### src/logic/vms_pkg.sv
package vms_pkg;
    // Reference levels are in units of 12.5 mV
    localparam int LVL_W = 8;
    localparam logic [7:0] LVL_P_HI_TOP = 8'h7C;   // 1.5500 V
    localparam logic [7:0] LVL_P_LO_TOP = 8'h3D;   // 0.7625 V
    localparam logic [7:0] LVL_ZERO = 8'h00;
    localparam logic [7:0] LVL_1V4 = 8'h70;
    localparam logic [7:0] LVL_1V2 = 8'h60;
    localparam logic [7:0] LVL_1V1 = 8'h58;
    localparam logic [7:0] LVL_1V0 = 8'h50;
    localparam logic [7:0] LVL_0V9 = 8'h48;
    localparam logic [7:0] LVL_0V8 = 8'h40;
    localparam int PAR_RANGE_BIT = 5;
    localparam logic [7:0] STEP_LVL = 8'h01;
    // Step period in ns, cycles derived at 40 MHz
    localparam int CLK_PERIOD_NS = 25;
    localparam int STEP_TIME_NS = 1000;
    localparam int STEP_CYC = (STEP_TIME_NS + CLK_PERIOD_NS - 1) / CLK_PERIOD_NS;
    localparam int STEP_CNT_W = 12;
    typedef enum logic [1:0] {
        VMS_OFF = 2'h0,
        VMS_RAMP_UP = 2'h1,
        VMS_REGULATE = 2'h3,
        VMS_RAMP_DOWN = 2'h2
    } vms_state_t;
endpackage

### src/logic/vms_mode_select_decode.sv
`timescale 1ns/100ps
module vms_mode_select_decode #(
    parameter logic [7:0] STEP_SIZE = vms_pkg::STEP_LVL,
    parameter int STEP_CYCLES = vms_pkg::STEP_CYC
) (
    input wire logic MCLK,                     // 40 MHz clock
    input wire logic RST_N,                    // Async reset, active low
    input wire logic ENABLE,                   // Enable pin
    input wire logic MODE_SELECT_PIN,          // Mode select pin
    input wire logic [5:0] PARALLEL_CODE_BITS, // Parallel code pins
    input wire logic SERIAL_CLOCK_IN,          // Serial clock pin
    input wire logic SERIAL_DATA_IN,           // Serial data pin
    input wire logic HOST_POWER_OK,            // Host power ok pin
    input wire logic FIXED_CODE_ENABLE,        // Fixed code strap
    output logic PARALLEL_CODE_MODE,           // High in parallel mode
    output logic CORE_ENABLE,                  // Core regulator enable
    output logic BRIDGE_ENABLE,                // Bridge regulator enable
    output logic [7:0] CORE_REF_LEVEL,         // Core reference, 12.5 mV units
    output logic [7:0] BRIDGE_REF_LEVEL,       // Bridge reference, 12.5 mV units
    output logic PLANES_POWER_GOOD             // Enabled planes in regulation; core plane only in parallel mode
);
    // =========================================
    // Input synchronisers
    // =========================================
    localparam int SYN_W = 11;
    logic [SYN_W-1:0] pins_raw, syn1_q, syn2_q;
    assign pins_raw = {ENABLE, MODE_SELECT_PIN, PARALLEL_CODE_BITS, SERIAL_CLOCK_IN,
                       SERIAL_DATA_IN, FIXED_CODE_ENABLE};
    logic pok1_q, pok2_q;
    always_ff @(posedge MCLK or negedge RST_N) begin
        if (!RST_N) begin
            syn1_q <= '0;
            syn2_q <= '0;
            pok1_q <= 1'b0;
            pok2_q <= 1'b0;
        end else begin
            syn1_q <= pins_raw;
            syn2_q <= syn1_q;
            pok1_q <= HOST_POWER_OK;
            pok2_q <= pok1_q;
        end
    end
    logic en_s, sel_s, svc_s, svd_s, fix_s;
    logic [5:0] par_s;
    assign {en_s, sel_s, par_s, svc_s, svd_s, fix_s} = syn2_q;

    // =========================================
    // Decoders
    // =========================================
    function automatic logic [7:0] par_decode(input logic [5:0] code);
        logic [7:0] c;
        c = {3'h0, code[4:0]};
        if (code[vms_pkg::PAR_RANGE_BIT])
            par_decode = vms_pkg::LVL_P_LO_TOP - c;
        else
            par_decode = vms_pkg::LVL_P_HI_TOP - 8'(c << 1);
    endfunction

    function automatic logic [7:0] ser_decode(input logic fixed, input logic [1:0] pins);
        logic [7:0] r;
        r = vms_pkg::LVL_0V8;
        if (fixed) begin
            unique case (pins)
                2'h0: r = vms_pkg::LVL_1V4;
                2'h1: r = vms_pkg::LVL_1V2;
                2'h2: r = vms_pkg::LVL_1V0;
                2'h3: r = vms_pkg::LVL_0V8;
            endcase
        end else begin
            unique case (pins)
                2'h0: r = vms_pkg::LVL_1V1;
                2'h1: r = vms_pkg::LVL_1V0;
                2'h2: r = vms_pkg::LVL_0V9;
                2'h3: r = vms_pkg::LVL_0V8;
            endcase
        end
        ser_decode = r;
    endfunction

    wire logic [7:0] par_level = par_decode(par_s);
    wire logic [7:0] ser_level = ser_decode(fix_s, {svc_s, svd_s});

    // =========================================
    // Mode and holding register
    // =========================================
    logic en_d_q, par_mode_q;
    logic [7:0] hold_q;
    wire logic en_rise = en_s && !en_d_q;
    always_ff @(posedge MCLK or negedge RST_N) begin
        if (!RST_N) begin
            en_d_q <= 1'b0;
            par_mode_q <= 1'b0;
            hold_q <= vms_pkg::LVL_ZERO;
        end else begin
            en_d_q <= en_s;
            if (en_rise) begin
                par_mode_q <= sel_s;
                hold_q <= ser_level;
            end
        end
    end

    // Parallel code and fixed straps are followed live, else the held startup level is used whatever power-ok is
    wire logic [7:0] target = par_mode_q ? par_level :
                              fix_s ? ser_level :
                              hold_q;

    // =========================================
    // Soft-start / ramp sequencer
    // =========================================
    vms_pkg::vms_state_t state_q, state_d;
    logic [7:0] ref_q, ref_d;
    logic [vms_pkg::STEP_CNT_W-1:0] tick_q;
    wire logic tick = (tick_q == vms_pkg::STEP_CNT_W'(STEP_CYCLES - 1));
    wire logic at_target = (ref_q == target);
    wire logic [8:0] up_sum = {1'b0, ref_q} + {1'b0, STEP_SIZE};
    wire logic [7:0] step_up = (up_sum[7:0] > target || up_sum[8]) ? target : up_sum[7:0];
    // Ramp-down always reaches zero, even if enable returns meanwhile
    wire logic [7:0] step_dn_to = (en_s && (state_q != vms_pkg::VMS_RAMP_DOWN)) ? target :
                                  vms_pkg::LVL_ZERO;
    wire logic [7:0] step_dn = (ref_q < step_dn_to + STEP_SIZE) ? step_dn_to
                                                                : ref_q - STEP_SIZE;

    always_comb begin
        state_d = state_q;
        ref_d = ref_q;
        unique case (state_q)
            vms_pkg::VMS_OFF: begin
                ref_d = vms_pkg::LVL_ZERO;
                if (en_s && en_d_q)
                    state_d = vms_pkg::VMS_RAMP_UP;
            end
            vms_pkg::VMS_RAMP_UP: begin
                if (!en_s)
                    state_d = vms_pkg::VMS_RAMP_DOWN;
                else if (at_target)
                    state_d = vms_pkg::VMS_REGULATE;
                else if (tick)
                    ref_d = (ref_q < target) ? step_up : step_dn;
            end
            vms_pkg::VMS_REGULATE: begin
                if (!en_s)
                    state_d = vms_pkg::VMS_RAMP_DOWN;
                else if (tick && !at_target)
                    ref_d = (ref_q < target) ? step_up : step_dn;
            end
            vms_pkg::VMS_RAMP_DOWN: begin
                if (ref_q == vms_pkg::LVL_ZERO)
                    state_d = vms_pkg::VMS_OFF;
                else if (tick)
                    ref_d = step_dn;
            end
        endcase
        if (!en_s)
            ref_d = (state_q == vms_pkg::VMS_OFF) ? vms_pkg::LVL_ZERO :
                    (tick ? step_dn : ref_q);
    end

    always_ff @(posedge MCLK or negedge RST_N) begin
        if (!RST_N) begin
            state_q <= vms_pkg::VMS_OFF;
            ref_q <= vms_pkg::LVL_ZERO;
            tick_q <= '0;
        end else begin
            state_q <= state_d;
            ref_q <= ref_d;
            tick_q <= tick ? '0 : tick_q + 1'b1;
        end
    end

    // =========================================
    // Outputs
    // =========================================
    wire logic active = en_s && (state_q != vms_pkg::VMS_OFF) &&
                        (state_q != vms_pkg::VMS_RAMP_DOWN);
    logic pg_q, core_en_q, br_en_q, pmode_q;
    logic [7:0] core_ref_q, br_ref_q;
    always_ff @(posedge MCLK or negedge RST_N) begin
        if (!RST_N) begin
            pg_q <= 1'b0;
            core_en_q <= 1'b0;
            br_en_q <= 1'b0;
            pmode_q <= 1'b0;
            core_ref_q <= vms_pkg::LVL_ZERO;
            br_ref_q <= vms_pkg::LVL_ZERO;
        end else begin
            pg_q <= en_s && (state_d == vms_pkg::VMS_REGULATE);
            core_en_q <= active || (state_q == vms_pkg::VMS_RAMP_DOWN);
            br_en_q <= (active || (state_q == vms_pkg::VMS_RAMP_DOWN)) && !par_mode_q;
            pmode_q <= par_mode_q;
            core_ref_q <= ref_d;
            br_ref_q <= par_mode_q ? vms_pkg::LVL_ZERO : ref_d;
        end
    end
    assign PLANES_POWER_GOOD = pg_q;
    assign CORE_ENABLE = core_en_q;
    assign BRIDGE_ENABLE = br_en_q;
    assign PARALLEL_CODE_MODE = pmode_q;
    assign CORE_REF_LEVEL = core_ref_q;
    assign BRIDGE_REF_LEVEL = br_ref_q;

    // =========================================
    // Checks
    // =========================================
    mode_capture_a: assert property (@(posedge MCLK) disable iff (!RST_N)
        en_rise |=> par_mode_q == $past(sel_s))
        else $error("mode not captured at enable rise");
    mode_hold_a: assert property (@(posedge MCLK) disable iff (!RST_N)
        (en_s && en_d_q) |=> $stable(par_mode_q))
        else $error("mode changed while enabled");
    off_idle_a: assert property (@(posedge MCLK) disable iff (!RST_N)
        (!en_s && state_q == vms_pkg::VMS_OFF) |=> !CORE_ENABLE && !BRIDGE_ENABLE)
        else $error("regulator on while disabled");
    bridge_off_a: assert property (@(posedge MCLK) disable iff (!RST_N)
        par_mode_q |=> !BRIDGE_ENABLE && BRIDGE_REF_LEVEL == 8'h00)
        else $error("bridge active in parallel mode");
    pg_drop_a: assert property (@(posedge MCLK) disable iff (!RST_N)
        !en_s |=> !PLANES_POWER_GOOD)
        else $error("power good held without enable");
    pg_target_a: assert property (@(posedge MCLK) disable iff (!RST_N)
        $rose(PLANES_POWER_GOOD) |-> CORE_REF_LEVEL == $past(target))
        else $error("power good before target reached");
    ramp_step_a: assert property (@(posedge MCLK) disable iff (!RST_N)
        (state_q == vms_pkg::VMS_RAMP_UP && en_s && !tick) |=> $stable(ref_q))
        else $error("reference moved between steps");
    hold_latch_a: assert property (@(posedge MCLK) disable iff (!RST_N)
        en_rise |=> hold_q == $past(ser_level))
        else $error("startup code not held");
    par_decode_a: assert property (@(posedge MCLK) disable iff (!RST_N)
        (par_s == 6'h1F) |-> par_level == 8'h3E)
        else $error("parallel decode wrong");
    hold_revert_a: assert property (@(posedge MCLK) disable iff (!RST_N)
        (!par_mode_q && !fix_s && !pok2_q) |-> target == hold_q)
        else $error("serial target left holding level");
endmodule

### config.mk
export PLATFORM = sky130hd
export DESIGN_NAME = vms_mode_select_decode
export DESIGN_NICKNAME = d
export VERILOG_FILES = /design/src/logic/vms_pkg.sv /design/src/logic/vms_mode_select_decode.sv
export SDC_FILE = /design/constraint.sdc
export NUM_CORES = 1
export LEC_CHECK = 0
export ABC_AREA = 1
export BUFFER_PORTS_ARGS = -buffer_cell sky130_fd_sc_hd__clkbuf_2
export CAP_MARGIN = 20
export CORE_ASPECT_RATIO = 1.25
export CORE_MARGIN = 2
export CORE_UTILIZATION = 50
export CTS_CLUSTER_DIAMETER = 60
export DETAILED_ROUTE_END_ITERATION = 10
export PLACE_DENSITY_LB_ADDON = 0.2
export SKIP_LAST_GASP = 1
export SLEW_MARGIN = 20
export SYNTH_ARGS = -nofsm -noshare
export SYNTH_HDL_FRONTEND = slang
export SYNTH_SLANG_ARGS = --single-unit
### constraint.sdc
create_clock -name MCLK -period 4.1 [get_ports MCLK]
set_input_delay 0.82 -clock MCLK [delete_from_list [all_inputs] [get_ports MCLK]]
set_output_delay 0.82 -clock MCLK [all_outputs]
set_load 0.01 [all_outputs]
==> results of run 1 <==
-- flip-flops by register name (all words and copies together), names as in the netlist --
signal and flops:
hold_q 4, en_d_q 1, BRIDGE_ENABLE 1, syn2_q 11, PARALLEL_CODE_MODE 1, syn1_q 11
par_mode_q 1, CORE_REF_LEVEL 8, PLANES_POWER_GOOD 1, tick_q 12, state_q 2, CORE_ENABLE 1
BRIDGE_REF_LEVEL 8
-- cells in the mapped netlist, types with 2 or more instances --
cell type	count	area share
nor3_2	2	0.0051
a21oi_1	21	0.027
nand3_1	58	0.073
nand2_4	2	0.0057
o21ai_1	2	0.0025
o211ai_1	4	0.0076
nand3_2	3	0.0076
and2_1	2	0.0032
o21ai_0	9	0.011
xnor2_1	4	0.0089
nand2_2	4	0.0063
dfrtp_1	62	0.39
clkbuf_1	2	0.0019
nand4_1	7	0.011
nand2_1	141	0.13
nor3_1	6	0.0076
o31ai_1	2	0.0038
ha_1	29	0.092
a31oi_1	4	0.0063
nand3b_1	3	0.0057
buf_2	2	0.0025
and3_1	3	0.0048
nor2_1	40	0.038
xor2_1	11	0.024
inv_1	71	0.067
inv_2	2	0.0019
a21oi_2	4	0.0089
-- power by group --
group	total, mW	leakage, nW	internal, mW	switching [mW]
sequential	0.679	0.786	0.647	0.0316
combinational	0.248	1.59	0.0814	0.167
clock	0.527	0.0955	0.297	0.229
-- stage by stage --
| step | hold slack, ps | std cells |
|---|---|---|
| 2_1_floorplan | 331 | 516 |
| 3_3_place_gp | 332 | 643 |
| 3_5_place_dp | 335 | 643 |
| 4_1_cts | 348 | 659 |
| 5_1_grt | 353 | 659 |
| 6_report | 345 | 659 |
-- final cells by class --
| type | instances | area, um2 | share of cell area |
|---|---|---|---|
| Clock buffer | 11 | 141 | 0.0318 |
| Clock inverter | 5 | 58.8 | 0.0132 |
| Inverter | 73 | 274 | 0.0617 |
| Multi-Input combinational cell | 375 | 2090 | 0.471 |
| Sequential cell | 62 | 1550 | 0.349 |
| Tap cell | 95 | 119 | 0.0267 |
| Timing Repair Buffer | 38 | 205 | 0.0462 |
-- routing by layer --
metal	global-route usage	routed length [um]	vias up
met5	0	0	-
met4	0.109	354	0
met3	0.0365	338	26
met2	0.407	4550	83
met1	0.270	3900	1655
li1	-	-	1761
-- worst min path at each step --
stage | start | end | depth (start not counted)
CTS | syn1_q[4] | syn2_q[4] | 0
global placement | syn1_q[8] | syn2_q[8] | 0
finish | syn1_q[4] | syn2_q[4] | 0
detailed placement | syn1_q[7] | syn2_q[7] | 0
floorplan | syn1_q[0] | syn2_q[0] | 0
global route | syn1_q[0] | syn2_q[0] | 0
-- cells by family after synthesis --
logic type,share of synthesized area
AO/OA/AOI/OAI,0.0906
adder cells (fa/ha/maj),0.0919
buffers and inverters,0.0770
other,0.000949
AND/OR/NAND/NOR,0.314
XOR/XNOR,0.0333
flip-flops,0.393
==> run metrics, run 1 <==
R2R cell count=22; EDFF count, synth=0; Avg Inst Size Synth=7.66 um2; die area=8630 um2; Post-Place Cell Area=4240 um2; Mapped Area=3950 um2; n_diodes=0; R2R Path Start=par_mode_q; most common cell after layout, fill and taps aside=nand2_1; num rows=36; maxcap violations=0; Synth Instances=516; syn nets=559; CP max stage cell=dfrtp_1; vias in the first global route=3,455; slew margin rel.=0.508; Syn-to-layout area delta=12.5%; Layout Nets=602; Setup crit end=BRIDGE_REF_LEVEL[2]; CP startpoint kind=register; CP required=4350 ps; Final Hold Fails=0; register area share after synthesis=0.393; Fill cells=748; GRT Total Usage=0.227; Root Buffer=clkbuf_8; Final Max Tran Viols=0; r2r setup slk=570 ps; Final period util=0.862; WS Path Type=register to register; Ports=34; worst vdd ir=0.378 mV; crit path launch=par_mode_q; pre-CTS WS=588 ps; worst-path cell chain=inv_2 -> nor2_1 -> a22oi_1 -> nor2_1 -> ha_1 -> nand2_1 -> nor2_1 -> nand4_1 -> xor2_1 -> ha_1 -> nand2_1 -> nor2_1 -> a211oi_4 -> buf_4 -> nand2_8 -> nand2_1 -> nand3_1 -> o21ai_1 -> nand2_1 -> nand2_1 -> nand2_1 -> a21oi_1; leakage power=2.47 nW; R2R Path End=BRIDGE_REF_LEVEL[2]; H-tree Lvls=3; Worst path top cell family by delay=simple AND/OR/NAND/NOR gates; Buf+Inv Stages, Crit Path=2; total grt overflow=0; ANT nets after route=0; crit-path max cell delay=490 ps; status=completed; DRC violations left=0; CP Capture Type=register; Final GP Congestion=0.967; clock period minus worst slack=3530 ps; number of synthesized register bits=62; TritonCTS Sinks=62; routed via count=3,525; Core Region=7750 um2; pin count of the biggest net entering global routing=63; die width=83.5 um; min-delay worst type=register to register; final setup violation count=0; most frequent cells in the layout=nand2_1, inv_1, dfrtp_1; Final Skew=12.6 ps; clock slew at reported path FFs=70 ps; Avg Vias per Cell=5.35; Final Worst Setup Slack=568 ps; Post-CTS Hold Buffers=0; Initial Util=0.510; DRT iter0 DRCs=248; initial antenna violation count=0; DR WL/cell=13.9 um; IO Port Bufs=32; Die H=103 um; RSZ-0062 raised after global routing=no; Power Dens Cells=327 nW/um2; Bufs on Longest Clock Path=2; fin util=0.574; final wirelength=9140 um; clk_lat worst skew=330 ps; share of cells above drive strength 1=0.135; dpl hpwl=6950 um; CTS tree=done; TritonCTS buffer count=9; most frequent CP cell=nand2_1; async set or reset register ratio after synthesis=1.00; setup tns final=0 ps; Max Clk Rate=0.283 GHz; postcts setup bufs=0; worst-margin pin slew=738 ps; top_reg_cell synth=dfrtp_1; first-pass GRT wire length=15,500 um; synth warn=0; Critical Path AT=3790 ps; Resized cells post-CTS=0; critical path depth in cells=22; Pre-Repair DR Iteration Count=4; CP Max Fanout=10; Tot Pwr=1.45 mW; Final Cell Area=4440 um2; Synth cell types=43
Note: power is estimated with default switching activity, not from simulation.
==> inputs of run 2 (changes only) <==
- CORE_UTILIZATION: 50 -> 25
==> run 2 against run 1 <==
Die area is 95% higher. Final area is 5.6% higher. Critical path depth stayed put. Sequential power hardly changed. Via count is 1.2% lower. Total power is 12% higher. Register-to-register slack worse by 110 ps. Highest routed layer unchanged. Largest cell class unchanged. Worst hold slack hardly changed. Critical endpoint unchanged. Worst setup slack worse by 110 ps.
==> run metrics, run 2 (synthesis gave the netlist of run 1 again) <==
clock slew at reported path FFs=60 ps (was 70 ps); Core Region=15,500 um2 (was 7750 um2); DRC violations left=0 (unchanged); clock period minus worst slack=3640 ps (was 3530 ps); Power Dens Cells=346 nW/um2 (was 327 nW/um2); worst vdd ir=0.228 mV (was 0.378 mV); final setup violation count=0 (unchanged); most common cell after layout, fill and taps aside=nand2_1 (unchanged); leakage power=2.52 nW (was 2.47 nW); pin count of the biggest net entering global routing=32 (was 63); die width=116 um (was 83.5 um); worst-margin pin slew=740 ps (was 738 ps); TritonCTS Sinks=62 (unchanged); Critical Path AT=3870 ps (was 3790 ps); Initial Util=0.255 (was 0.510); worst-path cell chain=inv_2 -> nor2_1 -> a22oi_1 -> nor2_1 -> ha_1 -> nand2_1 -> nor2_1 -> nand4_1 -> xor2_1 -> ha_1 -> nand2_1 -> nor2_1 -> a211oi_4 -> buf_12 -> nand2_8 -> nand2_1 -> nand3_1 -> o21ai_1 -> nand2_1 -> nand2_1 -> nand2_1 -> a21oi_1 (was inv_2 -> nor2_1 -> a22oi_1 -> nor2_1 -> ha_1 -> nand2_1 -> nor2_1 -> nand4_1 -> xor2_1 -> ha_1 -> nand2_1 -> nor2_1 -> a211oi_4 -> buf_4 -> nand2_8 -> nand2_1 -> nand3_1 -> o21ai_1 -> nand2_1 -> nand2_1 -> nand2_1 -> a21oi_1); setup tns final=0 ps (unchanged); Resized cells post-CTS=0 (unchanged); min-delay worst type=register to register (unchanged); final wirelength=10,600 um (was 9140 um); IO Port Bufs=32 (unchanged); n_diodes=0 (unchanged); initial antenna violation count=0 (unchanged); Final period util=0.888 (was 0.862); Bufs on Longest Clock Path=2 (unchanged); CP Max Fanout=10 (unchanged); Ports=34 (unchanged); total grt overflow=0 (unchanged); CTS tree=done (unchanged); Pre-Repair DR Iteration Count=5 (was 4); WS Path Type=register to register (unchanged); status=completed (unchanged); most frequent CP cell=nand2_1 (unchanged); CP Capture Type=register (unchanged); Root Buffer=clkbuf_16 (was clkbuf_8); Reg with most FFs=tick_q (unchanged); Syn-to-layout area delta=18.8% (was 12.5%); vias in the first global route=3,466 (was 3,455); Max Clk Rate=0.275 GHz (was 0.283 GHz); die area=16,800 um2 (was 8630 um2); GRT Total Usage=0.133 (was 0.227); Post-CTS Hold Buffers=0 (unchanged); Avg Vias per Cell=4.47 (was 5.35); CP required=4330 ps (was 4350 ps); biggest regs=tick_q x12, syn1_q x11, syn2_q x11 (unchanged); Fill cells=1,668 (was 748); slew margin rel.=0.507 (was 0.508); clk_lat worst skew=330 ps (about the same); most frequent cells in the layout=nand2_1, inv_1, dfrtp_1 (unchanged); max reg flops=12 (unchanged); DRT iter0 DRCs=189 (was 248); Final Hold Fails=0 (unchanged); Tot Pwr=1.62 mW (was 1.45 mW); share of cells above drive strength 1=0.138 (was 0.135); RSZ-0062 raised after global routing=no (unchanged); H-tree Lvls=3 (unchanged); area occupied by multi-input gates=2090 um2 (unchanged); Final GP Congestion=0.856 (was 0.967); Final Skew=6.82 ps (was 12.6 ps); TritonCTS buffer count=9 (unchanged); Final Max Tran Viols=0 (unchanged); Layout Nets=604 (was 602); routed via count=3,481 (was 3,525); num rows=51 (was 36); CP max stage cell=dfrtp_1 (unchanged); dpl hpwl=8160 um (was 6950 um); crit-path max cell delay=480 ps (was 490 ps); DR WL/cell=13.6 um (was 13.9 um); Sequential Area=1550 um2 (unchanged); ANT nets after route=0 (unchanged); maxcap violations=0 (unchanged); CP startpoint kind=register (unchanged); first-pass GRT wire length=17,200 um (was 15,500 um); Die H=145 um (was 103 um)
==> run 2: cell types whose count changed in the layout (fill, tap and decap cells not counted) <==
cell / change
clkbuf_8: -9
buf_4: +1
bufinv_16: -1
clkinv_2: +1
buf_12: +1
inv_6: +1
clkbuf_16: +9
clkinv_4: -1
==> run 2: timing repair <==
action / in CTS / in global routing
setup buffers: 0 / 1
hold endpoints to repair: 0 / 0
setup endpoints to repair: 0 / 6
==> run 2: routing by layer <==
metal  GRT usage  wire length (um)
met1       0.166              4820
met2       0.232              5240
met3      0.0197               389
met4      0.0470               145
met5           0                 0
==> run 2: cell type report <==
class | count | share of cell area
multi-input cells | 375 | 0.446
clock inverters | 5 | 0.00720
inverters | 73 | 0.0584
flip-flops and latches | 62 | 0.330
well taps | 212 | 0.0565
repair buffers | 40 | 0.0496
clock buffers | 11 | 0.0517
==> run 2: final timing paths <==
check | cells past startpoint | slack (ps) | start | endpoint
worst max-delay path | 22 | 460 | par_mode_q | BRIDGE_REF_LEVEL[2]
worst min-delay path | 0 | 340 | syn1_q[1] | syn2_q[1]
worst max register to register | 22 | 460 | par_mode_q | BRIDGE_REF_LEVEL[2]
worst min register to register | 0 | 340 | syn1_q[1] | syn2_q[1]
max in group asynchronous | 2 | 2810 | RST_N | BRIDGE_REF_LEVEL[2]
min in group asynchronous | 1 | 550 | RST_N | par_mode_q
==> run 2: critical path, delay by kind of cell, from the launching register on <==
| kind | cells | cell delay [ps] |
|---|---|---|
| adder cells (fa/ha/maj) | 2 | 500 |
| flip-flops | 1 | 480 |
| buffers and inverters | 2 | 280 |
| XOR/XNOR | 1 | 180 |
| AO/OA/AOI/OAI | 4 | 720 |
| AND/OR/NAND/NOR | 13 | 1370 |
==> run 2: power by group <==
| part | internal, mW | leakage [nW] | switching, mW |
|---|---|---|---|
| clock | 0.425 | 0.132 | 0.267 |
| sequential | 0.648 | 0.786 | 0.0283 |
| combinational | 0.0812 | 1.60 | 0.175 |
| total | 1.15 | 2.52 | 0.470 |
==> run 2: metrics by stage <==
step / utilization / cell area (um2) / setup slack (ps) / cells / hold WS, ps
global placement: 0.284 / 4400 / 398 / 761 / 332
global route: 0.303 / 4690 / 149 / 778 / 357
detailed placement: 0.284 / 4400 / 332 / 761 / 335
finish: 0.303 / 4690 / 460 / 778 / 345
floorplan: - / 3950 / 1020 / 516 / 331
CTS: 0.301 / 4670 / 316 / 777 / 347
